==> src/ldisp_pkg.sv <==
// Purpose: Shared constants and types of the LED driver bus slave front end.
// Assumes: 7-bit bus addresses, 5-bit register pointer.
// Notes:   Address bytes are kept in 8-bit form with the direction bit at 0.
package ldisp_pkg;

  // ************************************************************
  // Byte framing
  // ************************************************************
  localparam logic [3:0] BYTE_BITS = 4'h8;
  localparam logic [3:0] CNT_ZERO = 4'h0;
  localparam logic [3:0] CNT_ONE = 4'h1;
  localparam int MSB = 7;
  localparam int RW_BIT = 0;
  localparam logic RW_READ = 1'b1;

  // ************************************************************
  // Pointer-control byte layout
  // ************************************************************
  localparam int PTR_W = 5;
  localparam int OPT_LSB = 5;
  localparam int OPT_MSB = 7;
  localparam int INCR_EN_BIT = 2;
  localparam logic [7:0] CTRL_RESET = 8'h00;
  localparam logic [1:0] OPT_ALL = 2'h0;
  localparam logic [1:0] OPT_BRIGHT = 2'h1;
  localparam logic [1:0] OPT_GROUP = 2'h2;
  localparam logic [1:0] OPT_BOTH = 2'h3;

  // ************************************************************
  // Pointer windows
  // ************************************************************
  localparam logic [4:0] PTR_FIRST = 5'h00;
  localparam logic [4:0] PTR_LAST = 5'h1B;
  localparam logic [4:0] PTR_ONE = 5'h01;
  localparam logic [4:0] BRIGHT_FIRST = 5'h02;
  localparam logic [4:0] BRIGHT_LAST = 5'h11;
  localparam logic [4:0] GROUP_FIRST = 5'h12;
  localparam logic [4:0] GROUP_LAST = 5'h13;

  // ************************************************************
  // Internal register offsets and reset values
  // ************************************************************
  localparam logic [4:0] OFS_FIRST_MODE = 5'h00;
  localparam logic [4:0] OFS_SUB1 = 5'h18;
  localparam logic [4:0] OFS_SUB2 = 5'h19;
  localparam logic [4:0] OFS_SUB3 = 5'h1A;
  localparam logic [4:0] OFS_GROUP = 5'h1B;
  localparam int GCE_BIT = 0;
  localparam int SUB1_EN_BIT = 3;
  localparam int SUB2_EN_BIT = 2;
  localparam int SUB3_EN_BIT = 1;
  localparam logic [7:0] FIRST_MODE_RESET = 8'h01;
  localparam logic [7:0] GROUP_RESET = 8'hD0;
  localparam logic [7:0] SUB1_RESET = 8'hD2;
  localparam logic [7:0] SUB2_RESET = 8'hD4;
  localparam logic [7:0] SUB3_RESET = 8'hD8;
  localparam logic [7:0] ADDR_LSB_MASK = 8'hFE;
  // Software-reset call address, value is arbitrary
  localparam logic [6:0] SOFT_RESET_ADDR = 7'h5A;

  // ************************************************************
  // Types
  // ************************************************************
  typedef enum logic [2:0] {ST_IDLE, ST_RX, ST_ACK_OUT, ST_TX, ST_ACK_IN} ldisp_state_t;
  typedef enum logic [1:0] {K_ADDR, K_CTRL, K_DATA, K_SWR} ldisp_kind_t;

endpackage

==> src/ldisp_ptr_step.sv <==
// Purpose: Next register pointer after one data byte.
// Assumes: Option field is the three high bits of the pointer-control byte.
// Notes:   Purely combinational.
`timescale 1ns/1ps
module ldisp_ptr_step
  import ldisp_pkg::*;
(
  input wire logic [4:0] ptr,
  input wire logic [2:0] opt,
  output logic [4:0] nxt
);

  logic [4:0] linear;
  logic [4:0] windowed;

  // Full-range count, wrapping after the last register
  // wrap after last register
  assign linear = (ptr == PTR_LAST) ? PTR_FIRST : ptr + PTR_ONE;

  // Window rollover selected by the two option bits
  always_comb begin
    windowed = linear;
    unique case (opt[1:0])
      OPT_ALL: windowed = linear;
      OPT_BRIGHT: windowed = (ptr == BRIGHT_LAST) ? BRIGHT_FIRST : linear;
      OPT_GROUP: windowed = (ptr == GROUP_LAST) ? GROUP_FIRST : linear;
      OPT_BOTH: windowed = (ptr == GROUP_LAST) ? BRIGHT_FIRST : linear;
    endcase
  end

  assign nxt = opt[INCR_EN_BIT] ? windowed : ptr;

endmodule

==> src/ldisp_slave.sv <==
// Purpose: Bus slave front end with address decode and register pointer.
// Assumes: SCL and SDA are oversampled by CLOCK, at least 8 clocks per SCL period.
// Notes:   The register bank outside reads combinationally from REG_RADDR.
`timescale 1ns/1ps
module ldisp_slave
  import ldisp_pkg::*;
(
  input wire logic CLOCK,
  input wire logic RESETN,
  input wire logic SCL,
  input wire logic SDA_IN,
  output logic SDA_OUT,
  output logic SDA_OE,
  input wire logic [6:0] DEV_ADDR,
  output logic [4:0] REG_RADDR,
  input wire logic [7:0] REG_RDATA,
  output logic REG_RD,
  output logic [4:0] REG_WADDR,
  output logic [7:0] REG_WDATA,
  output logic REG_WR,
  output logic [2:0] INCR_OPTION,
  output logic SOFT_RESET_CALL,
  output logic BUSY
);

  // ************************************************************
  // Address match helper
  // ************************************************************
  function automatic logic addr_hit(input logic [6:0] a, input logic [7:0] r, input logic en);
    addr_hit = en && (a == r[MSB:1]);
  endfunction

  // ************************************************************
  // Pin synchronisation and bus conditions
  // ************************************************************
  logic [8:0] pins_s;
  logic scl_s, sda_s;
  logic [6:0] dev_s;
  logic scl_prev_q, sda_prev_q;
  logic scl_rise, scl_fall, bus_start, bus_stop;

  ldisp_sync #(.W(9)) u_sync (
    .CLOCK(CLOCK),
    .RESETN(RESETN),
    .D({DEV_ADDR, SDA_IN, SCL}),
    .Q(pins_s)
  );

  assign scl_s = pins_s[0];
  assign sda_s = pins_s[1];
  assign dev_s = pins_s[8:2];

  // Previous samples for edge detection
  always_ff @(posedge CLOCK or negedge RESETN) begin
    if (!RESETN) begin
      scl_prev_q <= 1'b1;
      sda_prev_q <= 1'b1;
    end else begin
      scl_prev_q <= scl_s;
      sda_prev_q <= sda_s;
    end
  end

  assign scl_rise = scl_s & ~scl_prev_q;
  assign scl_fall = ~scl_s & scl_prev_q;
  assign bus_start = scl_s & scl_prev_q & sda_prev_q & ~sda_s;
  assign bus_stop = scl_s & scl_prev_q & ~sda_prev_q & sda_s;

  // ************************************************************
  // State and held registers
  // ************************************************************
  ldisp_state_t state_q;
  ldisp_kind_t kind_q;
  ldisp_kind_t next_kind_q;
  logic next_tx_q;
  logic [3:0] cnt_q;
  logic [7:0] shift_q;
  logic [7:0] ctrl_q;
  logic [7:0] first_mode_q;
  logic [7:0] group_q;
  logic [7:0] sub_q [3];
  logic sda_oe_q, sda_out_q;
  logic reg_rd_q, reg_wr_q;
  logic [4:0] reg_waddr_q;
  logic [7:0] reg_wdata_q;
  logic soft_q;
  logic busy_q;

  // ************************************************************
  // Byte decode
  // ************************************************************
  logic [4:0] ptr;
  logic [4:0] ptr_nxt;
  logic [6:0] addr7;
  logic is_read;
  logic hit_dev, hit_group, hit_sub, hit_soft, addr_ack;
  logic byte_done, data_wr, load_tx;
  logic [7:0] rd_byte;

  assign ptr = ctrl_q[PTR_W-1:0];
  assign addr7 = shift_q[MSB:1];
  assign is_read = (shift_q[RW_BIT] == RW_READ);
  assign hit_dev = (addr7 == dev_s);
  assign hit_group = addr_hit(addr7, group_q, first_mode_q[GCE_BIT]);
  // sub calls gated by their enables
  assign hit_sub = addr_hit(addr7, sub_q[0], first_mode_q[SUB1_EN_BIT]) |
                   addr_hit(addr7, sub_q[1], first_mode_q[SUB2_EN_BIT]) |
                   addr_hit(addr7, sub_q[2], first_mode_q[SUB3_EN_BIT]);
  assign hit_soft = (addr7 == SOFT_RESET_ADDR) & ~is_read;
  assign addr_ack = hit_dev | hit_group | hit_sub | hit_soft;
  assign byte_done = (state_q == ST_RX) & scl_fall & (cnt_q == BYTE_BITS);
  assign data_wr = byte_done & (kind_q == K_DATA);
  // Next transmit byte is loaded at the falling edge ending an acknowledge
  assign load_tx = scl_fall & (((state_q == ST_ACK_OUT) & next_tx_q) |
                               ((state_q == ST_ACK_IN) & ~sda_oe_q & (cnt_q == CNT_ONE)));

  // group address reads with bit 0 clear
  assign rd_byte = (ptr == OFS_FIRST_MODE) ? first_mode_q :
                   (ptr == OFS_SUB1) ? sub_q[0] :
                   (ptr == OFS_SUB2) ? sub_q[1] :
                   (ptr == OFS_SUB3) ? sub_q[2] :
                   (ptr == OFS_GROUP) ? group_q : REG_RDATA;

  ldisp_ptr_step u_step (
    .ptr(ptr),
    .opt(ctrl_q[OPT_MSB:OPT_LSB]),
    .nxt(ptr_nxt)
  );

  // ************************************************************
  // Bus state machine
  // ************************************************************
  always_ff @(posedge CLOCK or negedge RESETN) begin
    if (!RESETN) begin
      state_q <= ST_IDLE;
      kind_q <= K_ADDR;
      next_kind_q <= K_ADDR;
      next_tx_q <= 1'b0;
      cnt_q <= CNT_ZERO;
      shift_q <= CTRL_RESET;
      sda_oe_q <= 1'b0;
    end else if (bus_start) begin
      state_q <= ST_RX;
      kind_q <= K_ADDR;
      cnt_q <= CNT_ZERO;
      sda_oe_q <= 1'b0;
    end else if (bus_stop) begin
      state_q <= ST_IDLE;
      sda_oe_q <= 1'b0;
    end else begin
      unique case (state_q)
        ST_IDLE: begin
          sda_oe_q <= 1'b0;
        end
        ST_RX: begin
          if (scl_rise) begin
            shift_q <= {shift_q[MSB-1:0], sda_s};
            cnt_q <= cnt_q + CNT_ONE;
          end else if (byte_done) begin
            state_q <= ST_ACK_OUT;
            sda_oe_q <= 1'b1;
            next_tx_q <= 1'b0;
            unique case (kind_q)
              K_ADDR: begin
                if (!addr_ack) begin
                  state_q <= ST_IDLE;
                  sda_oe_q <= 1'b0;
                end
                next_tx_q <= is_read & ~hit_soft;
                // next written byte is pointer control, except after the soft-reset call
                next_kind_q <= hit_soft ? K_SWR : K_CTRL;
              end
              K_CTRL: next_kind_q <= K_DATA;
              K_DATA: next_kind_q <= K_DATA;
              K_SWR: next_kind_q <= K_SWR;
            endcase
          end
        end
        ST_ACK_OUT: begin
          if (scl_fall) begin
            kind_q <= next_kind_q;
            cnt_q <= CNT_ZERO;
            if (next_tx_q) begin
              state_q <= ST_TX;
              shift_q <= {rd_byte[MSB-1:0], 1'b0};
              sda_oe_q <= ~rd_byte[MSB];
            end else begin
              state_q <= ST_RX;
              sda_oe_q <= 1'b0;
            end
          end
        end
        ST_TX: begin
          if (scl_fall) begin
            cnt_q <= cnt_q + CNT_ONE;
            if (cnt_q == BYTE_BITS - CNT_ONE) begin
              state_q <= ST_ACK_IN;
              cnt_q <= CNT_ZERO;
              sda_oe_q <= 1'b0;
            end else begin
              shift_q <= {shift_q[MSB-1:0], 1'b0};
              sda_oe_q <= ~shift_q[MSB];
            end
          end
        end
        ST_ACK_IN: begin
          // Count 1 marks a master acknowledge seen on the rising edge
          if (scl_rise) begin
            cnt_q <= sda_s ? CNT_ZERO : CNT_ONE;
          end else if (load_tx) begin
            state_q <= ST_TX;
            cnt_q <= CNT_ZERO;
            shift_q <= {rd_byte[MSB-1:0], 1'b0};
            sda_oe_q <= ~rd_byte[MSB];
          end else if (scl_fall) begin
            state_q <= ST_IDLE;
            sda_oe_q <= 1'b0;
          end
        end
      endcase
    end
  end

  // ************************************************************
  // Pointer-control byte
  // ************************************************************
  // held across transactions, reset only by RESETN
  always_ff @(posedge CLOCK or negedge RESETN) begin
    if (!RESETN) begin
      ctrl_q <= CTRL_RESET;
    end else if (byte_done && kind_q == K_CTRL) begin
      // any start pointer taken as is
      ctrl_q <= shift_q;
    end else if (data_wr || load_tx) begin
      ctrl_q <= {ctrl_q[OPT_MSB:OPT_LSB], ptr_nxt};
    end
  end

  // ************************************************************
  // Internal address registers
  // ************************************************************
  // group call enabled at D0
  always_ff @(posedge CLOCK or negedge RESETN) begin
    if (!RESETN) begin
      first_mode_q <= FIRST_MODE_RESET;
      group_q <= GROUP_RESET;
      sub_q[0] <= SUB1_RESET;
      sub_q[1] <= SUB2_RESET;
      sub_q[2] <= SUB3_RESET;
    end else if (data_wr) begin
      if (ptr == OFS_FIRST_MODE) first_mode_q <= shift_q;
      if (ptr == OFS_SUB1) sub_q[0] <= shift_q & ADDR_LSB_MASK;
      if (ptr == OFS_SUB2) sub_q[1] <= shift_q & ADDR_LSB_MASK;
      if (ptr == OFS_SUB3) sub_q[2] <= shift_q & ADDR_LSB_MASK;
      if (ptr == OFS_GROUP) group_q <= shift_q & ADDR_LSB_MASK;
    end
  end

  // ************************************************************
  // User-side strobes and outputs
  // ************************************************************
  always_ff @(posedge CLOCK or negedge RESETN) begin
    if (!RESETN) begin
      reg_wr_q <= 1'b0;
      reg_rd_q <= 1'b0;
      reg_waddr_q <= PTR_FIRST;
      reg_wdata_q <= CTRL_RESET;
      soft_q <= 1'b0;
      busy_q <= 1'b0;
      sda_out_q <= 1'b0;
    end else begin
      reg_wr_q <= data_wr;
      reg_rd_q <= load_tx;
      if (data_wr) begin
        reg_waddr_q <= ptr;
        reg_wdata_q <= shift_q;
      end
      soft_q <= byte_done & (kind_q == K_ADDR) & hit_soft;
      busy_q <= (state_q != ST_IDLE);
      sda_out_q <= 1'b0; // Open drain, only ever pulls low
    end
  end

  assign SDA_OUT = sda_out_q;
  assign SDA_OE = sda_oe_q;
  assign REG_RADDR = ctrl_q[PTR_W-1:0];
  assign REG_RD = reg_rd_q;
  assign REG_WADDR = reg_waddr_q;
  assign REG_WDATA = reg_wdata_q;
  assign REG_WR = reg_wr_q;
  assign INCR_OPTION = ctrl_q[OPT_MSB:OPT_LSB];
  assign SOFT_RESET_CALL = soft_q;
  assign BUSY = busy_q;

endmodule

==> src/ldisp_sync.sv <==
// Purpose: Two-flop synchroniser for pins entering the CLOCK domain.
// Assumes: Each bit is an independent level.
// Notes:   Only the second stage is visible outside.
`timescale 1ns/1ps
module ldisp_sync #(
  parameter int W = 9
) (
  input wire logic CLOCK,
  input wire logic RESETN,
  input wire logic [W-1:0] D,
  output logic [W-1:0] Q
);

  logic [W-1:0] meta_q;

  // Two stages, first read only by the second
  always_ff @(posedge CLOCK or negedge RESETN) begin
    if (!RESETN) begin
      meta_q <= '1;
      Q <= '1;
    end else begin
      meta_q <= D;
      Q <= meta_q;
    end
  end

endmodule

==> config.mk <==
export PLATFORM = sky130hd
export DESIGN_NAME = ldisp_slave
export DESIGN_NICKNAME = d
export VERILOG_FILES = /design/src/ldisp_pkg.sv /design/src/ldisp_ptr_step.sv /design/src/ldisp_slave.sv /design/src/ldisp_sync.sv
export SDC_FILE = /design/constraint.sdc
export NUM_CORES = 1
export LEC_CHECK = 0
export BUFFER_PORTS_ARGS = -buffer_cell sky130_fd_sc_hd__buf_4
export CAP_MARGIN = 5
export CORE_MARGIN = 3
export CORE_UTILIZATION = 41
export DETAILED_ROUTE_END_ITERATION = 8
export SYNTH_ARGS = -nofsm -noshare
export SYNTH_HDL_FRONTEND = slang
export SYNTH_HIERARCHICAL = 1
export SYNTH_SLANG_ARGS = --single-unit
==> constraint.sdc <==
create_clock -name CLOCK -period 5 [get_ports CLOCK]
set_input_delay 0.75 -clock CLOCK [delete_from_list [all_inputs] [get_ports CLOCK]]
set_output_delay 0.75 -clock CLOCK [all_outputs]
set_load 0.1 [all_outputs]
Yosys cells after proc, flatten, opt, wreduce, memory -nomap -nowiden
Index checks and enable logic that the tools add are counted.
W data, S select, Z words.
{"block": "classes", "add_sub_neg": 2, "mul": 0, "div": 0, "n_lt_le_gt_ge": 0, "n_eq_ne": 44, "shift": 0, "muxes": 66, "bitwise_logic": 36, "n_reduce_logical": 31}
{"operator": "$mux W8", "count": 13}
{"operator": "$eq A7 B7 Y1", "count": 5}
{"operator": "$mux W4", "count": 8}
{"operator": "$pmux W8 S4", "count": 1}
{"operator": "$eq A5 B5 Y1 const B", "count": 6}
{"operator": "$mux W3", "count": 10}
{"operator": "$mux W5", "count": 6}
{"operator": "$ne A4 B4 Y1 const B", "count": 7}
{"operator": "$pmux W5 S4", "count": 1}
{"operator": "$and A1 B1 Y1", "count": 18}
{"operator": "$mux W2", "count": 8}
{"operator": "$ne A2 B2 Y1 const B", "count": 8}
{"operator": "$pmux W4 S4", "count": 1}
{"operator": "$mux W1", "count": 15}
{"operator": "$not A1 Y1", "count": 12}
{"operator": "$pmux W3 S4", "count": 1}
{"operator": "$reduce_and A2 Y1", "count": 6}
{"operator": "$reduce_and A6 Y1", "count": 2}
{"operator": "$reduce_and A10 Y1", "count": 1}
{"operator": "$ne A3 B3 Y1 const B", "count": 3}
{"operator": "$eq A2 B2 Y1 const B", "count": 4}
{"operator": "$reduce_and A8 Y1", "count": 1}
{"operator": "$reduce_bool A2 Y1", "count": 4}
{"operator": "$eq A7 B7 Y1 const B", "count": 1}
{"operator": "25 further kinds", "count": 37}
{"block": "word_totals", "ff_bits": 102, "latchBits": 0, "mem_bits_rw": 0, "mem_bits_ro": 0, "inputBits": 19, "elab_cells": 203, "n_memories": 0}

Logic depth before layout (Yosys ltp)
{"block": "logic_depth", "depth_word": 13, "ltp_mapped": 9, "depth_no_buf": 8}

Hierarchy
The synthesis kept the hierarchy.
{"module": "ldisp_slave", "n_inst": 1, "cells_each": 442, "area_each_um2": 4576.9, "seq_area_each_um2": 2124.5}
{"module": "ldisp_sync", "n_inst": 1, "cells_each": 18, "area_each_um2": 473.0, "seq_area_each_um2": 473.0}
{"module": "ldisp_ptr_step", "n_inst": 1, "cells_each": 32, "area_each_um2": 211.5, "seq_area_each_um2": 0.0}

Worst setup path after synthesis
OpenSTA, ideal clock, no wires.
{"block": "synth_path", "path_kind": "register to register", "from": "register ctrl_q[3]", "to": "register sub_q[11] (netlist bit)", "setup_time_ns": 0.125, "arrival_time_ns": 2.448, "required_ns": 4.875, "slack_ns": 2.427, "stages_incl_launch_ff": 6, "synth_period_minus_slack_ns": 2.573, "cell_sequence": "dfrtp_1 > nand3b_1 > nor2_1 > and3b_1 > buf_2 > mux2_2"}
{"block": "synth_via", "elab_chain_len": 2}
{"item": "from (decl)", "line": "ldisp_slave.sv:78", "source": "logic [7:0] ctrl_q;"}
{"item": "from (signal assigned)", "line": "ldisp_slave.sv:233", "source": "ctrl_q <= shift_q;"}
{"item": "from (signal assigned)", "line": "ldisp_slave.sv:235", "source": "ctrl_q <= {ctrl_q[OPT_MSB:OPT_LSB], ptr_nxt};"}
{"item": "$eq A5 B5 Y1", "line": "ldisp_slave.sv:253", "source": "if (ptr == OFS_SUB2) sub_q[1] <= shift_q & ADDR_LSB_MASK;"}
{"item": "$reduce_and A2 Y1 (no source line)"}
{"item": "to (decl)", "line": "ldisp_slave.sv:81", "source": "logic [7:0] sub_q [3];"}
Every way passes these cells.
A chain may end at the register's enable or synchronous reset.

Worst setup path in the final report
{"block": "layout_path", "from": "register ctrl_q[0]", "to": "register first_mode_q[1]"}
{"block": "layout_via", "elab_chain_len": 2}
{"item": "$logic_not A5 Y1", "line": "ldisp_slave.sv:251", "source": "if (ptr == OFS_FIRST_MODE) first_mode_q <= shift_q;"}
{"item": "$reduce_and A2 Y1 (no source line)"}
{"item": "to (signal assigned)", "line": "ldisp_slave.sv:251"}
{"item": "to (decl)", "line": "ldisp_slave.sv:79", "source": "logic [7:0] first_mode_q;"}
Every way passes these cells.

==> impl_metrics.toml <==
[grt]
grt_max_degree = 58
grt_overflow = 0
grt_pass1_vias = 3788
antenna_found_initial = 0
grt_pass1_wl_um = 20400
gr-usage-all-layers = 0.182

[cells_and_area]
multi_input_area_mm2 = 0.00248
area_growth_pct = 14.0
seq_area_mm2 = 0.00260
nets = 551
utilization = 0.489
num_antenna_cells = 0
fillCellCount = 1138
fin_cells = 696
drive_gt1_frac = 0.286
postLayoutCellArea_mm2 = 0.00600

[timing]
slew_viol_final = 0
fin_setup_tns_ns = 0
worst-slew-pin-transition_ns = 0.906
grt_setup_unrepaired = "false"
final.period_utilization = 0.581
finalCriticalPeriod_ns = 2.91
hold_viol_final = 0
timing.slew.headroom = 0.396
worst_clock_skew_ns = 0.00522
clock.fmax_ghz = 0.344
finalSetupViolCount = 0

[clock_tree]
clk_pin_slew_worst_paths_ns = 0.07
clockBufferDepth = 2
clk_latency_ns = 0.34
numCtsBuffers = 9
cts_tree = "built"
cts.repair.resized = 0
postCtsSetupRepairBufs = 0
htree_levels = 3
hold_buffers = 0
cts_num_sinks = 102
cts-root-buf = "clkbuf_16"

[detailed_routing]
drc = 0
vias = 3800
wl_um = 12500
wl_per_cell_um = 17.9
viasPerCell = 5.46
drt.antenna.violating_nets = 0
first_pass_iters = 5
drt_iter0_drc = 284

[floorplan]
start_util = 0.429
chipWidth_um = 119
dieArea_mm2 = 0.0142
die_y_um = 119
rows = 40
ios = 46
core_area_mm2 = 0.0123

[setup_path]
start_kind = "flop"
worstPathArrival_ns = 3.13
cp-end-kind = "flop"
cp.required_ns = 5.23
cp_max_fo = 20
critical_path_class = "reg2reg"

[power]
peakVddDrop_v = 0.000249
totalPowerFinal_mw = 2.10
powerDensity_mw_per_mm2 = 351
leakage_nw = 2.57

[placed_design]
hpwl_um = 8810
gp_congestion = 0.877
dpl-instance-area_mm2 = 0.00570
placedCellCount = 680
io_buffer_count = 44

[synth]
synth_area_leaders = "dfrtp_1 (31%), dfstp_2 (18%), mux2_2 (6.4%), xnor2_1 (5.7%), nand2_1 (4.8%)"
synth_edf_count = 0
synth_ff_type = "dfrtp_1"
synth-seq-area-share = 0.494
ys_warn_count = 6
synthArstFlopShare = 1.00
netlist_instances = 492
synth_cell_types = 65
syn_nets = 520
syn_avg_cell_area_um2 = 10.7
yosysTopAreaCell = "dfrtp_1"
synth_top_area_frac = 0.314
ys_ff_latch = 102
synth_area_mm2 = 0.00526

[outcome]
status = "finished, final reports clean"

[hold_path]
hp-class = "reg2reg"

[run]
maxCapViolations = 0
layer usage:
metal,GRT usage,share of wire
met3,0.0484,0.059
met5,0,0
met2,0.297,0.49
met4,0.0688,0.021
met1,0.233,0.43
path summary, 6_finish.rpt:
check / startpoint / endpoint / slack [ns] / cells after the start
worst max-delay path: ctrl_q[0] / first_mode_q[1] / 2.09 / 4
worst min-delay path: u_sync/meta_q[1] / u_sync/Q[1] / 0.36 / 0
worst max register to register: ctrl_q[0] / first_mode_q[1] / 2.09 / 4
worst min register to register: u_sync/meta_q[1] / u_sync/Q[1] / 0.36 / 0
max in group asynchronous: RESETN / sub_q[20] / 3.52 / 2
min in group asynchronous: RESETN / cnt_q[2] / 0.44 / 1
cell families after synthesis:
family,Yosys count,synth area share
compound gates,86,0.104
xor+xnor,37,0.0616
fa+ha+maj,9,0.0214
buf+inv,44,0.0354
flops,102,0.494
mux,49,0.117
other cells,1,0.000713
simple gates,164,0.166
placed cells by master (no fill, tap or decap), drive strengths merged, types with 3 or more instances in the layout:
cell,n
nand3,8
mux4,7
nand3b,5
dfstp,36
inv,18
mux2,30
nand2,67
a21boi,3
xnor2,34
a21oi,18
a31oi,4
nor4,3
xor2,3
nand2b,9
nor3,4
or3,3
o21ai,33
clkbuf,12
ha,9
and3,3
nor2,31
mux2i,12
nor2b,3
buf,47
nand4,11
o311ai,6
o2111ai,3
or4,4
dfrtp,66
and3b,3
worst max-delay path, stage by stage, from the launching register on:
cell     delay, ns
dfrtp_1       0.71
or4_1         0.68
nor2_1        0.59
nand2_1       0.42
mux2_2        0.38
cells in the mapped netlist, drive strengths merged, types with 2 or more instances:
cell type	n
a211oi	2
a21boi	3
a21oi	18
a22o	2
a31oi	4
and3	3
and3b	3
buf	13
clkbuf	14
dfrtp	66
dfstp	36
ha	9
inv	17
mux2	30
mux2i	12
mux4	7
nand2	67
nand2b	9
nand3	8
nand3b	5
nand4	11
nor2	31
nor2b	3
nor3	4
nor3b	2
nor4	3
o2111ai	3
o21ai	33
o22ai	2
o311ai	6
or2	2
or3	3
or3b	2
or4	4
xnor2	34
xor2	3
metrics by stage:
step	setup slack, ns	hold WS [ns]
final	2.09	0.356
after global routing	1.83	0.359
after CTS	2.10	0.358
after detailed placement	2.13	0.348
after global placement	2.23	0.346
after floorplan	2.43	0.345
state kept, by name (all words and copies together) (netlist names), 2 cells and up:
signal / flops
REG_WADDR: 5
REG_WDATA: 8
cnt_q: 4
ctrl_q: 8
first_mode_q: 8
group_q: 7
kind_q: 2
next_kind_q: 2
shift_q: 8
state_q: 3
sub_q: 21
u_sync/Q: 9
u_sync/meta_q: 9
power by group:
| part | internal (mW) | switching (mW) |
|---|---|---|
| combinational | 0.172 | 0.172 |
| sequential | 0.883 | 0.197 |
| clock | 0.382 | 0.300 |
final cells by class:
class,count,area share
inverters,17,0.0106
well taps,168,0.0351
clock inverters,4,0.00459
multi-input cells,346,0.413
clock buffers,12,0.0446
repair buffers,47,0.0588
flip-flops and latches,102,0.433
Power figures use the tool's default switching activity.
